===== src/logic/dbs_pkg.sv =====
// Purpose: constants for the display bring-up sequencer register block
// Assumes: apb slave, 32-bit data, pclk at 100 MHz
// Notes:   settle delays model power and port buffer targets reaching their state
package dbs_pkg;
    // register byte offsets
    localparam logic [7:0] OFF_POWER_CTL  = 8'h00;  // power requests
    localparam logic [7:0] OFF_POWER_STS  = 8'h04;  // power states, read only
    localparam logic [7:0] OFF_LINK_CTL   = 8'h08;  // link transport control
    localparam logic [7:0] OFF_LINK_STS   = 8'h0C;  // link transport status
    localparam logic [7:0] OFF_PORT_CTL   = 8'h10;  // port buffer control
    localparam logic [7:0] OFF_XCODER_CTL = 8'h14;  // transcoder function control
    // power control / status bit positions
    localparam int BIT_SLICE1 = 0;
    localparam int BIT_SLICE2 = 1;
    localparam int BIT_DOM1   = 2;
    localparam int BIT_PORTIO = 3;
    localparam int NUM_PWR    = 4;
    // link control fields
    localparam int BIT_LINK_EN = 0;
    localparam int LSB_PAT     = 1;
    localparam int W_PAT       = 2;
    localparam int LSB_SWING   = 3;
    localparam int W_SWING     = 4;
    // link status bits
    localparam int BIT_IDLES_SENT = 0;
    localparam int BIT_ALLOC_SENT = 1;
    // port buffer bits
    localparam int BIT_BUF_EN   = 0;
    localparam int BIT_BUF_IDLE = 1;
    // transcoder control bits
    localparam int BIT_ALLOC_EN = 0;
    // training patterns
    localparam logic [1:0] PAT_TRAIN1 = 2'h0;
    localparam logic [1:0] PAT_IDLE   = 2'h2;
    localparam logic [1:0] PAT_NORMAL = 2'h3;
    // timing
    localparam int CLK_MHZ        = 100;
    localparam int PWR_SETTLE_NS  = 2000;
    localparam int PWR_SETTLE_CYC = PWR_SETTLE_NS * CLK_MHZ / 1000;
    localparam int BUF_WAKE_NS    = 1000;
    localparam int BUF_WAKE_CYC   = BUF_WAKE_NS * CLK_MHZ / 1000;
    localparam int IDLE_PAT_CYC   = 40;  // cycles per idle pattern
    localparam int IDLES_NEEDED   = 5;
    localparam int ALLOC_CYC      = 64;  // allocation trigger send time
    localparam int CNT_W          = 16;
endpackage


===== src/logic/dbs_sequencer.sv =====
// Purpose: register block and status handshakes of the display bring-up sequencer
// Assumes: software keeps the documented enable/disable order and timeouts
// Notes:   power targets settle after a fixed delay; status follows only then
//
// Summary of operation
// - slice power state reads one only after its request has settled
// - clearing slice requests drops state to zero; software fails after 10 us
// - port IO power request reports enabled; software times out at 20 us
// - enabled port buffer drops idle status; software fails after 500 us
// - idle pattern flags five idles sent; software times out after 800 us
// - payload allocation enable reports trigger sent; wait over 410 us
// - swing changes accepted while port stays enabled
// - first domain request reports state one; software fails after 10 us
module dbs_sequencer (
    // clock and reset
    input  wire logic        pclk,
    input  wire logic        presetn,
    // apb slave
    input  wire logic        psel,
    input  wire logic        penable,
    input  wire logic        pwrite,
    input  wire logic [7:0]  paddr,
    input  wire logic [31:0] pwdata,
    output logic      [31:0] prdata,
    output logic             pready,
    output logic             pslverr,
    // controls and power state toward the engine
    output logic      [3:0]  power_req,
    output logic      [3:0]  power_state,
    output logic      [1:0]  link_pattern,
    output logic      [3:0]  link_swing,
    output logic             port_buffer_en
);
    localparam int NP = dbs_pkg::NUM_PWR;

    // apb decode: zero wait state
    logic wr_en;
    logic rd_hit;
    assign wr_en   = psel & penable & pwrite;
    assign pready  = 1'b1;
    assign rd_hit  = (paddr == dbs_pkg::OFF_POWER_CTL) | (paddr == dbs_pkg::OFF_POWER_STS) |
                     (paddr == dbs_pkg::OFF_LINK_CTL)  | (paddr == dbs_pkg::OFF_LINK_STS)  |
                     (paddr == dbs_pkg::OFF_PORT_CTL)  | (paddr == dbs_pkg::OFF_XCODER_CTL);
    assign pslverr = psel & penable & ~rd_hit;

    function automatic logic wr_to(input logic [7:0] off);
        return wr_en && (paddr == off);
    endfunction

    // software-written control registers
    logic [NP-1:0] pwr_req_ff;
    logic          link_en_ff;
    logic [1:0]    pat_ff;
    logic [3:0]    swing_ff;
    logic          buf_en_ff;
    logic          alloc_en_ff;
    always_ff @(posedge pclk or negedge presetn) begin
        if (!presetn) begin
            pwr_req_ff  <= '0;
            link_en_ff  <= 1'b0;
            pat_ff      <= dbs_pkg::PAT_TRAIN1;
            swing_ff    <= '0;
            buf_en_ff   <= 1'b0;
            alloc_en_ff <= 1'b0;
        end else begin
            if (wr_to(dbs_pkg::OFF_POWER_CTL)) begin
                pwr_req_ff <= pwdata[NP-1:0];
            end
            if (wr_to(dbs_pkg::OFF_LINK_CTL)) begin
                link_en_ff <= pwdata[dbs_pkg::BIT_LINK_EN];
                pat_ff     <= pwdata[dbs_pkg::LSB_PAT +: dbs_pkg::W_PAT];
                swing_ff   <= pwdata[dbs_pkg::LSB_SWING +: dbs_pkg::W_SWING];  // no port disable needed
            end
            if (wr_to(dbs_pkg::OFF_PORT_CTL)) begin
                buf_en_ff <= pwdata[dbs_pkg::BIT_BUF_EN];
            end
            if (wr_to(dbs_pkg::OFF_XCODER_CTL)) begin
                alloc_en_ff <= pwdata[dbs_pkg::BIT_ALLOC_EN];
            end
        end
    end

    // per-domain settle counters: state follows request only after settling
    logic [NP-1:0]             pwr_state_ff;
    logic [NP-1:0]             pwr_differs;
    logic [dbs_pkg::CNT_W-1:0] settle_ff [NP];
    assign pwr_differs = pwr_req_ff ^ pwr_state_ff;
    // one process for all domains, so the state vector has a single writer
    always_ff @(posedge pclk or negedge presetn) begin
        if (!presetn) begin
            for (int i = 0; i < NP; i++) begin
                settle_ff[i] <= '0;
            end
            pwr_state_ff <= '0;
        end else begin
            for (int i = 0; i < NP; i++) begin
                if (!pwr_differs[i]) begin
                    settle_ff[i] <= '0;
                end else if (settle_ff[i] == dbs_pkg::CNT_W'(dbs_pkg::PWR_SETTLE_CYC - 1)) begin
                    settle_ff[i]    <= '0;
                    pwr_state_ff[i] <= pwr_req_ff[i];
                end else begin
                    settle_ff[i] <= settle_ff[i] + 1'b1;
                end
            end
        end
    end

    // port buffer idle status: leaves idle after wake time, returns on disable
    logic                      buf_idle_ff;
    logic [dbs_pkg::CNT_W-1:0] wake_ff;
    always_ff @(posedge pclk or negedge presetn) begin
        if (!presetn) begin
            buf_idle_ff <= 1'b1;
            wake_ff     <= '0;
        end else if (!buf_en_ff) begin
            buf_idle_ff <= 1'b1;
            wake_ff     <= '0;
        end else if (buf_idle_ff) begin
            if (wake_ff == dbs_pkg::CNT_W'(dbs_pkg::BUF_WAKE_CYC - 1)) begin
                buf_idle_ff <= 1'b0;
            end else begin
                wake_ff <= wake_ff + 1'b1;
            end
        end
    end

    // idle pattern counter: flag after five idle patterns on an enabled link
    logic                      idles_sent_ff;
    logic [dbs_pkg::CNT_W-1:0] pat_cyc_ff;
    logic [2:0]                idle_cnt_ff;
    logic                      sending_idle;
    assign sending_idle = link_en_ff & ~buf_idle_ff & (pat_ff == dbs_pkg::PAT_IDLE);
    always_ff @(posedge pclk or negedge presetn) begin
        if (!presetn) begin
            idles_sent_ff <= 1'b0;
            pat_cyc_ff    <= '0;
            idle_cnt_ff   <= '0;
        end else if (!sending_idle) begin
            idles_sent_ff <= 1'b0;
            pat_cyc_ff    <= '0;
            idle_cnt_ff   <= '0;
        end else if (pat_cyc_ff == dbs_pkg::CNT_W'(dbs_pkg::IDLE_PAT_CYC - 1)) begin
            pat_cyc_ff <= '0;
            if (idle_cnt_ff == 3'(dbs_pkg::IDLES_NEEDED - 1)) begin
                idles_sent_ff <= 1'b1;
            end else begin
                idle_cnt_ff <= idle_cnt_ff + 1'b1;
            end
        end else begin
            pat_cyc_ff <= pat_cyc_ff + 1'b1;
        end
    end

    // allocation change trigger: sent some time after each allocation change
    logic                      alloc_sent_ff;
    logic                      alloc_prev_ff;
    logic [dbs_pkg::CNT_W-1:0] alloc_cnt_ff;
    logic                      alloc_busy_ff;
    always_ff @(posedge pclk or negedge presetn) begin
        if (!presetn) begin
            alloc_sent_ff <= 1'b0;
            alloc_prev_ff <= 1'b0;
            alloc_cnt_ff  <= '0;
            alloc_busy_ff <= 1'b0;
        end else begin
            alloc_prev_ff <= alloc_en_ff;
            if (alloc_en_ff != alloc_prev_ff) begin
                alloc_busy_ff <= 1'b1;
                alloc_sent_ff <= 1'b0;
                alloc_cnt_ff  <= '0;
            end else if (alloc_busy_ff) begin
                if (alloc_cnt_ff == dbs_pkg::CNT_W'(dbs_pkg::ALLOC_CYC - 1)) begin
                    alloc_busy_ff <= 1'b0;
                    alloc_sent_ff <= 1'b1;
                end else begin
                    alloc_cnt_ff <= alloc_cnt_ff + 1'b1;
                end
            end
        end
    end

    // read mux
    logic [31:0] rd_mux;
    always_comb begin
        rd_mux = 32'h0;
        unique case (paddr)
            dbs_pkg::OFF_POWER_CTL:  rd_mux[NP-1:0] = pwr_req_ff;
            dbs_pkg::OFF_POWER_STS:  rd_mux[NP-1:0] = pwr_state_ff;
            dbs_pkg::OFF_LINK_CTL: begin
                rd_mux[dbs_pkg::BIT_LINK_EN]                      = link_en_ff;
                rd_mux[dbs_pkg::LSB_PAT +: dbs_pkg::W_PAT]        = pat_ff;
                rd_mux[dbs_pkg::LSB_SWING +: dbs_pkg::W_SWING]    = swing_ff;
            end
            dbs_pkg::OFF_LINK_STS: begin
                rd_mux[dbs_pkg::BIT_IDLES_SENT] = idles_sent_ff;
                rd_mux[dbs_pkg::BIT_ALLOC_SENT] = alloc_sent_ff;
            end
            dbs_pkg::OFF_PORT_CTL: begin
                rd_mux[dbs_pkg::BIT_BUF_EN]   = buf_en_ff;
                rd_mux[dbs_pkg::BIT_BUF_IDLE] = buf_idle_ff;
            end
            dbs_pkg::OFF_XCODER_CTL: rd_mux[dbs_pkg::BIT_ALLOC_EN] = alloc_en_ff;
            default:                 rd_mux = 32'h0;
        endcase
    end
    // read data registered during setup so it is stable in the access phase
    always_ff @(posedge pclk or negedge presetn) begin
        if (!presetn) begin
            prdata <= 32'h0;
        end else if (psel & ~penable & ~pwrite) begin
            prdata <= rd_mux;
        end
    end

    // outputs
    assign power_req      = pwr_req_ff;
    assign power_state    = pwr_state_ff;
    assign link_pattern   = pat_ff;
    assign link_swing     = swing_ff;
    assign port_buffer_en = buf_en_ff;

    // assertions
    localparam int DOM_ON_LIMIT = 1000;  // software gives up after 10 us at 100 MHz
endmodule


===== config.mk =====
export PLATFORM = sky130hd
export DESIGN_NAME = dbs_sequencer
export DESIGN_NICKNAME = d
export VERILOG_FILES = /design/src/logic/dbs_pkg.sv /design/src/logic/dbs_sequencer.sv
export SDC_FILE = /design/constraint.sdc
export NUM_CORES = 1
export LEC_CHECK = 0
export ABC_AREA = 1
export ABC_CLOCK_PERIOD_IN_PS = 4400
export BUFFER_PORTS_ARGS = -buffer_cell sky130_fd_sc_hd__buf_2
export CAP_MARGIN = 20
export CORE_ASPECT_RATIO = 0.5
export CORE_UTILIZATION = 40
export CTS_BUF_LIST = sky130_fd_sc_hd__clkbuf_8
export CTS_CLUSTER_SIZE = 30
export DETAILED_ROUTE_END_ITERATION = 7
export PLACE_DENSITY_LB_ADDON = 0.15
export SLEW_MARGIN = 25
export SYNTH_ARGS = -nofsm -noshare
export SYNTH_HDL_FRONTEND = slang
export SYNTH_SLANG_ARGS = --single-unit

===== constraint.sdc =====
create_clock -name pclk -period 4.4 [get_ports pclk]
set_input_delay 0.88 -clock pclk [delete_from_list [all_inputs] [get_ports pclk]]
set_output_delay 0.88 -clock pclk [all_outputs]
set_load 0.005 [all_outputs]

==> results of run 1 <==
[metrics by stage]
| stage | cell area (µm²) | std cells |
|---|---|---|
| floorplan | 8320 | 1149 |
| global placement | 8630 | 1421 |
| detailed placement | 8630 | 1421 |
| CTS | 9080 | 1452 |
| global route | 9080 | 1453 |
| finish | 9080 | 1453 |
[registers in the layout (all words and copies together), names as in the netlist, 2 cells and up]
signal	count
settle_ff	64
alloc_cnt_ff	16
pat_cyc_ff	16
wake_ff	16
prdata	7
link_swing	4
power_req	4
power_state	4
idle_cnt_ff	3
link_pattern	2
[area by class of cell]
cell class	instances	area (µm²)	share of cell area, %
multi-input cells	834	3950	43.5
flip-flops and latches	144	3600	39.7
inverters	134	503	5.54
well taps	266	333	3.67
clock buffers	21	289	3.18
repair buffers	43	236	2.60
clock inverters	10	159	1.75
diodes	1	2.50	0.0276
[cell families after synthesis]
logic type,synth area share (%)
compound gates,4.94
xor+xnor,4.77
fa+ha+maj,1.37
buf+inv,9.29
flops,43.8
other cells,0.0912
simple gates,35.8
[Yosys cell counts, types with 5 or more instances]
cell type / instances / area share [%]
nor2_1: 204 / 9.3
xor2_1: 42 / 4.5
ha_1: 9 / 1.4
nor4_1: 5 / 0.38
o21ai_0: 36 / 2.2
inv_1: 131 / 6.0
nand4_1: 27 / 2.1
nor3_1: 49 / 3.0
or2_2: 7 / 0.53
o21ai_2: 7 / 0.74
buf_2: 5 / 0.30
nand3_1: 124 / 7.5
buf_4: 27 / 2.5
nand2_1: 258 / 12
o21ai_1: 5 / 0.30
dfrtp_1: 143 / 43
nor3b_1: 5 / 0.46
a21oi_1: 10 / 0.61
[worst max-delay path, cell delays in order]
cell,delay [ns]
buf_2,0.10
inv_1,0.04
nand2_1,0.12
nor2_1,0.40
nand2_1,0.14
o211ai_1,0.16
nor2_1,0.06
buf_2,0.13
[power by group through the flow]
| stage | clock [mW] | combinational (mW) | sequential [mW] |
|---|---|---|---|
| finish | 1.21 | 0.547 | 1.57 |
| floorplan | 0 | 0.461 | 1.56 |
| global placement | 0 | 0.540 | 1.59 |
| global route | 1.30 | 0.643 | 1.60 |
| detailed placement | 0 | 0.554 | 1.60 |
| CTS | 1.25 | 0.556 | 1.57 |
[routing by layer]
| layer | part of all wire (%) | up-vias | GRT usage, % |
|---|---|---|---|
| li1 | - | 3651 | - |
| met5 | 0 | - | 0 |
| met3 | 3.1 | 17 | 4.14 |
| met2 | 45 | 102 | 30.8 |
| met1 | 50 | 3270 | 24.7 |
| met4 | 1.4 | 0 | 6.67 |
[worst max path at each step]
stage	endpoint	depth (start not counted)
5_1_grt	pslverr	8
2_1_floorplan	pslverr	6
3_3_place_gp	link_swing[3]	7
4_1_cts	pslverr	8
6_report	pslverr	8
3_5_place_dp	link_swing[3]	7
[layout by cell type (no fill, tap or decap), drive strengths merged, types with 3 or more instances in the layout]
cell,instances
o21ai,48
nor2,205
a21oi,10
ha,9
xor2,43
bufinv,4
nand4,27
nor3b,5
clkbuf,21
inv,134
dfrtp,143
clkinvlp,4
conb,26
or2,7
a31oi,3
nor3,52
nand2,258
nand3,125
buf,43
o31ai,3
nor4,5
==> impl_metrics.env, run 1 <==
export IMPL_status="complete, no violations"
export IMPL_ctsResizeCount=0
export IMPL_fp_dieW_um=205
export IMPL_syn2layout_area_growth_pct=10.3
export IMPL_ant_nets=0
export IMPL_p_leak_nw=4.23
export IMPL_clkSinkCount=144
export IMPL_cts_buffer_depth=2
export IMPL_drc=0
export IMPL_cts_hold_buf=0
export IMPL_regToRegSetupSlack_ns=2.39
export IMPL_grt_setup_unrepaired="false"
export IMPL_grt_pass1_wl_mm=31.6
export IMPL_finalPower_mw=3.33
export IMPL_finalHoldViolCount=0
export IMPL_wl_per_cell_um=12.6
export IMPL_synth_cell_types=36
export IMPL_wl_mm=18.3
export IMPL_cp_max_fo=7
export IMPL_synth_warnings=0
export IMPL_finalNetCount=1228
export IMPL_power_density_nw_per_um2=367
export IMPL_htreeDepth=4
export IMPL_synth_flop_cell="dfrtp_1"
export IMPL_drt_pass1_iter_count=5
export IMPL_fin_skew_ns=0.0114
export IMPL_r2r_start="link_pattern[0]"
export IMPL_cts_tree="yes"
export IMPL_cp_required_ns=3.52
export IMPL_clockRootBuffer="clkbuf_8"
export IMPL_setup_ws_ns=1.48
export IMPL_hp_start="settle_ff[0]"
export IMPL_initial_core_util_pct=41.5
export IMPL_rr_endpoint="idle_cnt_ff[1]"
export IMPL_grt_pass1_vias=6710
export IMPL_antenna_found_initial=1
export IMPL_holdWs_ns=0.458
export IMPL_synth_edff_count=0
export IMPL_cts_buffers=17
export IMPL_drv_slew=0
export IMPL_place_ws_ns=1.43
export IMPL_routabilityCongestion=0.865
export IMPL_fmax_ghz=0.342
export IMPL_critPathKind="primary input to output port"
export IMPL_arrival_ns=2.04
export IMPL_startpoint_type="primary input"
export IMPL_grt_max_degree=87
export IMPL_end_kind="output port"
export IMPL_gr_total_overflow=0
export IMPL_switching_share_pct=30.6
export IMPL_hold_depth=1
export IMPL_fin_crit_sh_pct=66.4
export IMPL_die_h_um=103
export IMPL_cap_viol_max_count=0
export IMPL_p_sw_mw=1.02
export IMPL_slew_headroom_pct=44.8
export IMPL_die_area_um2=21200
export IMPL_clk_latency_ns=0.46
export IMPL_reg2reg_depth=6
export IMPL_syn_cell_area_um2=8230
export IMPL_setup_viol=0
export IMPL_tightest_slew_ns=0.828
export IMPL_path_clk_slew_ns=0.08
export IMPL_num_vias=7040
export IMPL_pwr_share_seq_pct=47.2
export IMPL_fillers=2034
export IMPL_hold_class="flop to flop"
export IMPL_dp_hpwl_mm=13.0
export IMPL_track_usage_pct=18.8
export IMPL_layout_min_cycle_time_ns=2.92
export IMPL_finalSetupTns_ns=0
export IMPL_syn_area_per_cell_um2=7.32
export IMPL_drtIter0Drc=316
export IMPL_ys_seq_elements=144
export IMPL_p_comb_share_pct=16.4
export IMPL_async_flop_share_pct=100
export IMPL_rows=36
export IMPL_fp_coreArea_um2=19800
export IMPL_fin_util_pct=45.8
export IMPL_numPortBuffers=42
export IMPL_peakVddDrop_mv=0.178
export IMPL_io_pins=94
export IMPL_startpoint="paddr[0]"
export IMPL_detail_route_vias_per_cell=4.85
export IMPL_holdPathEnd="settle_ff[0]"
export IMPL_postCtsSetupBuffers=0
export IMPL_p_int_mw=2.31
export IMPL_synthCells=1125
export IMPL_drive_above_1_share_pct=8.18
export IMPL_yosysSeqAreaShare_pct=43.8
export IMPL_share_clk_of_total_power_pct=36.3
No activity file was read; power rests on OpenSTA's default activity.
==> inputs of run 2 (changes only) <==
ABC_CLOCK_PERIOD_IN_PS = 2700   (was 4400)
clock period = 2.7 ns   (was 4.4 ns; I/O delays follow)
==> run 2 against run 1 <==
Net effect:
- design area is 1.3% higher
- count of clock-buffer cells in the layout is 2 lower
- utilization is 0.61 points higher
- clock skew is 0.00054 ns lower
- clock power is 89% higher
- combinational power is 63% higher
- non-clock buffer count is 5 higher
- cell count is 0.28% higher
- die area stayed put
- global-route usage is 0.42 points lower
- first-iteration DRC count is 25% higher
- via count hardly changed
- critical endpoint unchanged
- largest power group unchanged
==> impl_metrics.env, run 2 (same netlist as run 1, synthesis figures left out) <==
export IMPL_status="complete, no violations"
export IMPL_peakVddDrop_mv=0.313
export IMPL_wl_mm=18.2
export IMPL_gr_total_overflow=0
export IMPL_power_density_nw_per_um2=624
export IMPL_tightest_slew_ns=0.650
export IMPL_top_register="settle_ff"
export IMPL_drc=0
export IMPL_num_vias=7035
export IMPL_cap_viol_max_count=0
export IMPL_syn2layout_area_growth_pct=11.8
export IMPL_arrival_ns=1.72
export IMPL_rows=36
export IMPL_detail_route_vias_per_cell=4.83
export IMPL_p_leak_nw=4.30
export IMPL_initial_core_util_pct=41.5
export IMPL_final_common_cell="nand2_1"
export IMPL_end_kind="output port"
export IMPL_cts_buffers=17
export IMPL_track_usage_pct=18.3
export IMPL_largest_register_ffs=64
export IMPL_final_cell_mix="nand2_1 (258), nor2_1 (204), dfrtp_1 (143), inv_1 (131), nand3_1 (124)"
export IMPL_hold_class="primary input to async pin"
export IMPL_ant_nets=0
export IMPL_startpoint_type="primary input"
export IMPL_p_sw_mw=1.65
export IMPL_p_int_mw=4.09
export IMPL_ctsResizeCount=0
export IMPL_numPortBuffers=42
export IMPL_antenna_found_initial=0
export IMPL_drtIter0Drc=396
export IMPL_finalNetCount=1233
export IMPL_cts_tree="yes"
export IMPL_fin_util_pct=46.4
export IMPL_drive_above_1_share_pct=8.65
export IMPL_fin_crit_sh_pct=83.5
export IMPL_finish_instance_area_um2=9200
export IMPL_fmax_ghz=0.443
export IMPL_finalHoldViolCount=0
export IMPL_clk_latency_ns=0.46
export IMPL_pwr_share_seq_pct=44.6
export IMPL_cts_hold_buf=0
export IMPL_setup_viol=0
export IMPL_p_comb_share_pct=15.5
export IMPL_cp_required_ns=2.16
export IMPL_drv_slew=0
export IMPL_dp_hpwl_mm=13.2
export IMPL_share_clk_of_total_power_pct=39.9
export IMPL_path_clk_slew_ns=0.09
export IMPL_die_h_um=103
export IMPL_fp_dieW_um=205
export IMPL_switching_share_pct=28.7
export IMPL_fp_coreArea_um2=19800
export IMPL_grt_pass1_vias=6479
export IMPL_fin_skew_ns=0.0109
export IMPL_diodes=0
export IMPL_critPathKind="primary input to output port"
export IMPL_die_area_um2=21200
export IMPL_slew_headroom_pct=56.6
export IMPL_grt_pass1_wl_mm=30.7
export IMPL_routabilityCongestion=0.884
export IMPL_clkSinkCount=144
export IMPL_clockRootBuffer="clkbuf_8"
export IMPL_cp_max_fo=6
export IMPL_drt_pass1_iter_count=5
export IMPL_wl_per_cell_um=12.5
export IMPL_finalSetupTns_ns=0
export IMPL_htreeDepth=4
export IMPL_grt_max_degree=66
export IMPL_grt_setup_unrepaired="false"
export IMPL_layout_min_cycle_time_ns=2.26
export IMPL_placed_area_um2=8680
export IMPL_holdWs_ns=0.0770
export IMPL_io_pins=94
export IMPL_cts_buffer_depth=2
export IMPL_postCtsSetupBuffers=0
[run 2: changes by cell type in the layout (fill, tap and decap cells not counted), sizes merged]
| cell | delta |
|---|---|
| buf | +5 |
| bufinv | +4 |
| clkinvlp | -4 |
| clkinv | +3 |
| clkbuf | -2 |
| diode | -1 |
| inv | -1 |
[run 2: layout make-up]
cell class                 count  area (µm²)
fill                        2006       10600
clock inverter                12         260
timing repair buffer          48         287
inverter                     134         503
sequential                   144        3600
clock buffer                  19         262
multi-input combinational    834        3950
tap                          266         333
[run 2: metrics by stage]
| stage | total power [mW] | cells | setup WS (ns) |
|---|---|---|---|
| 6_report | 5.74 | 1457 | 0.444 |
| 5_1_grt | 6.09 | 1457 | 0.374 |
| 4_1_cts | 5.81 | 1457 | 0.453 |
| 3_5_place_dp | 3.51 | 1426 | 0.467 |
| 3_3_place_gp | 3.48 | 1426 | 0.511 |
| 2_1_floorplan | 3.29 | 1149 | 0.972 |
[run 2: worst max-delay path, cell delays in order]
cell and delay, ns:
buf_2 0.10, inv_1 0.07, nand2_1 0.05, nor2_1 0.44
nand2_1 0.14, o211ai_1 0.18, nor2_1 0.06, buf_2 0.13
[run 2: path summary, 6_finish.rpt]
| kind | start | endpoint | slack, ns | cells after the start |
|---|---|---|---|---|
| setup / recovery | paddr[5] | pslverr | 0.44 | 8 |
| hold / removal | presetn | settle_ff[25] | 0.08 | 1 |
| setup reg to reg | alloc_cnt_ff[0] | alloc_cnt_ff[11] | 0.85 | 7 |
| hold reg to reg | settle_ff[0] | settle_ff[0] | 0.46 | 1 |
| max in group asynchronous | presetn | buf_idle_ff | 1.93 | 2 |
| min in group pclk | pwdata[4] | link_swing[1] | 0.29 | 3 |
[run 2: power groups by stage]
stage / Combinational (mW) / Clock [mW] / Sequential [mW]
floorplan: 0.750 / 0 / 2.54
global placement: 0.886 / 0 / 2.59
detailed placement: 0.904 / 0 / 2.60
CTS: 0.905 / 2.35 / 2.56
global route: 1.06 / 2.43 / 2.60
finish: 0.889 / 2.29 / 2.56
[run 2: metal layers]
metal | vias up | share of wire (%) | global-route usage, %
met5 | - | 0 | 0
met4 | 0 | 1.2 | 5.81
met3 | 16 | 2.9 | 4.39
met2 | 100 | 45 | 29.7
met1 | 3261 | 51 | 24.6
li1 | 3658 | - | -
==> inputs of run 3 (changes only) <==
ABC_CLOCK_PERIOD_IN_PS = 2400   (was 2700)
clock period = 2.4 ns   (was 2.7 ns; I/O delays follow)
==> run 3 against run 2 <==
Net effect:
- combinational power grew 14%
- total power grew 0.37%
- first-iteration DRC count shrank 26%
- critical path type is now flop to flop
- sequential power grew 12%
- critical path depth shrank 2
- design area shrank 1.2%
- routed wire length shrank 1.8%
- largest cell class unchanged
==> impl_metrics.env, run 3 (same netlist as run 1, synthesis figures left out) <==
export IMPL_status="complete, no violations"
export IMPL_layout_min_cycle_time_ns=1.85
export IMPL_r2r_start="alloc_cnt_ff[0]"
export IMPL_power_density_nw_per_um2=634
export IMPL_rr_endpoint="alloc_cnt_ff[14]"
export IMPL_syn2layout_area_growth_pct=10.4
export IMPL_initial_core_util_pct=41.5
export IMPL_tightest_slew_ns=0.667
export IMPL_numPortBuffers=42
export IMPL_drv_slew=0
export IMPL_largest_register_ffs=64
export IMPL_final_cell_mix="nand2_1 (258), nor2_1 (204), dfrtp_1 (143), inv_1 (135), nand3_1 (124)"
export IMPL_drc=0
export IMPL_fmax_ghz=0.541
export IMPL_die_area_um2=21200
export IMPL_top_register="settle_ff"
export IMPL_fin_skew_ns=0.00914
export IMPL_clkSinkCount=144
export IMPL_wl_per_cell_um=12.2
export IMPL_cp_max_fo=25
export IMPL_cts_buffer_depth=2
export IMPL_fp_dieW_um=205
export IMPL_setup_ws_ns=0.553
export IMPL_io_pins=94
export IMPL_fin_util_pct=45.9
export IMPL_dp_hpwl_mm=13.0
export IMPL_htreeDepth=4
export IMPL_finalPower_mw=5.76
export IMPL_holdWs_ns=0.234
export IMPL_wl_mm=17.9
export IMPL_hold_class="primary input to flop"
export IMPL_startpoint="alloc_cnt_ff[0]"
export IMPL_gr_total_overflow=0
export IMPL_place_ws_ns=0.533
export IMPL_cap_viol_max_count=0
export IMPL_slew_headroom_pct=55.4
export IMPL_cts_tree="yes"
export IMPL_postCtsSetupBuffers=0
export IMPL_final_common_cell="nand2_1"
export IMPL_track_usage_pct=18.5
export IMPL_cp_required_ns=2.72
export IMPL_die_h_um=103
export IMPL_startpoint_type="flop"
export IMPL_grt_pass1_wl_mm=31.1
export IMPL_clockRootBuffer="clkbuf_8"
export IMPL_fin_crit_sh_pct=77.0
export IMPL_path_clk_slew_ns=0.08
export IMPL_arrival_ns=2.17
export IMPL_regToRegSetupSlack_ns=0.55
export IMPL_grt_pass1_vias=6639
export IMPL_diodes=0
export IMPL_setup_viol=0
export IMPL_crit_end="alloc_cnt_ff[14]"
export IMPL_detail_route_vias_per_cell=4.83
export IMPL_fp_coreArea_um2=19800
export IMPL_finalNetCount=1238
export IMPL_drtIter0Drc=294
export IMPL_antenna_found_initial=0
export IMPL_grt_max_degree=47
export IMPL_finalHoldViolCount=0
export IMPL_num_vias=7060
export IMPL_clk_latency_ns=0.46
export IMPL_end_kind="flop"
export IMPL_ant_nets=0
export IMPL_finalSetupTns_ns=0
export IMPL_rows=36
export IMPL_peakVddDrop_mv=0.366
export IMPL_drt_pass1_iter_count=5
export IMPL_p_leak_nw=4.27
export IMPL_reg2reg_depth=6
export IMPL_grt_setup_unrepaired="false"
export IMPL_routabilityCongestion=0.858
export IMPL_critPathKind="flop to flop"
export IMPL_cts_buffers=17
export IMPL_drive_above_1_share_pct=8.61
-- run 3: changes by cell type in the layout (fill, tap and decap cells not counted) --
cell and change:
clkinv_2 -1, buf_4 +4, bufinv_16 -7, dlygate4sd3_1 +1
inv_1 +4, clkbuf_8 +3, clkinvlp_4 +1
-- run 3: what timing repair did --
action                    4_1_cts  5_1_grt
hold endpoints to repair       37        0
resized for setup               0        0
hold buffers                    1        0
-- run 3: critical path, stage by stage (launching register included) --
cell and delay (ns):
dfrtp_1 0.42, ha_1 0.22, nand3_2 0.11, nor2_1 0.12
nand2_1 0.12, o21bai_4 0.56, o21ai_1 0.16
-- run 3: area by class of cell --
type | instances | area, µm²
fill | 1983 | 10700
multi-input combinational | 834 | 3950
sequential | 144 | 3600
inverter | 134 | 503
tap | 266 | 333
timing repair buffer | 53 | 327
clock buffer | 22 | 303
clock inverter | 9 | 67.6
-- run 3: worst min path at each step --
| stage | start | end | slack (ns) | cells after the start |
|---|---|---|---|---|
| global route | pwdata[4] | link_swing[1] | 0.21 | 3 |
| finish | pwdata[4] | link_swing[1] | 0.23 | 3 |
| floorplan | presetn | alloc_busy_ff | 0.18 | 0 |
| CTS | pwdata[5] | link_swing[2] | 0.20 | 3 |
| global placement | presetn | settle_ff[26] | 0.43 | 1 |
| detailed placement | presetn | settle_ff[26] | 0.44 | 1 |
-- run 3: where the power goes --
group | leakage (nW) | internal [mW] | switching (mW) | total (mW)
Sequential | 1.92 | 2.65 | 0.225 | 2.88
Clock | 0.205 | 0.932 | 0.944 | 1.88
Combinational | 2.14 | 0.366 | 0.644 | 1.01
-- run 3: routing by layer --
layer / vias up / part of all wire, % / global-route usage [%]
met3: 19 / 3.4 / 4.14
li1: 3663 / - / -
met4: 0 / 1.2 / 5.81
met2: 109 / 46 / 30.7
met5: - / 0 / 0
met1: 3269 / 50 / 24.4
-- run 3: metrics by stage --
stage	cell area [µm²]	cells
after floorplan	8320	1149
after global placement	8710	1430
after detailed placement	8710	1430
after global routing	9090	1462
final	9090	1462
after CTS	9090	1462
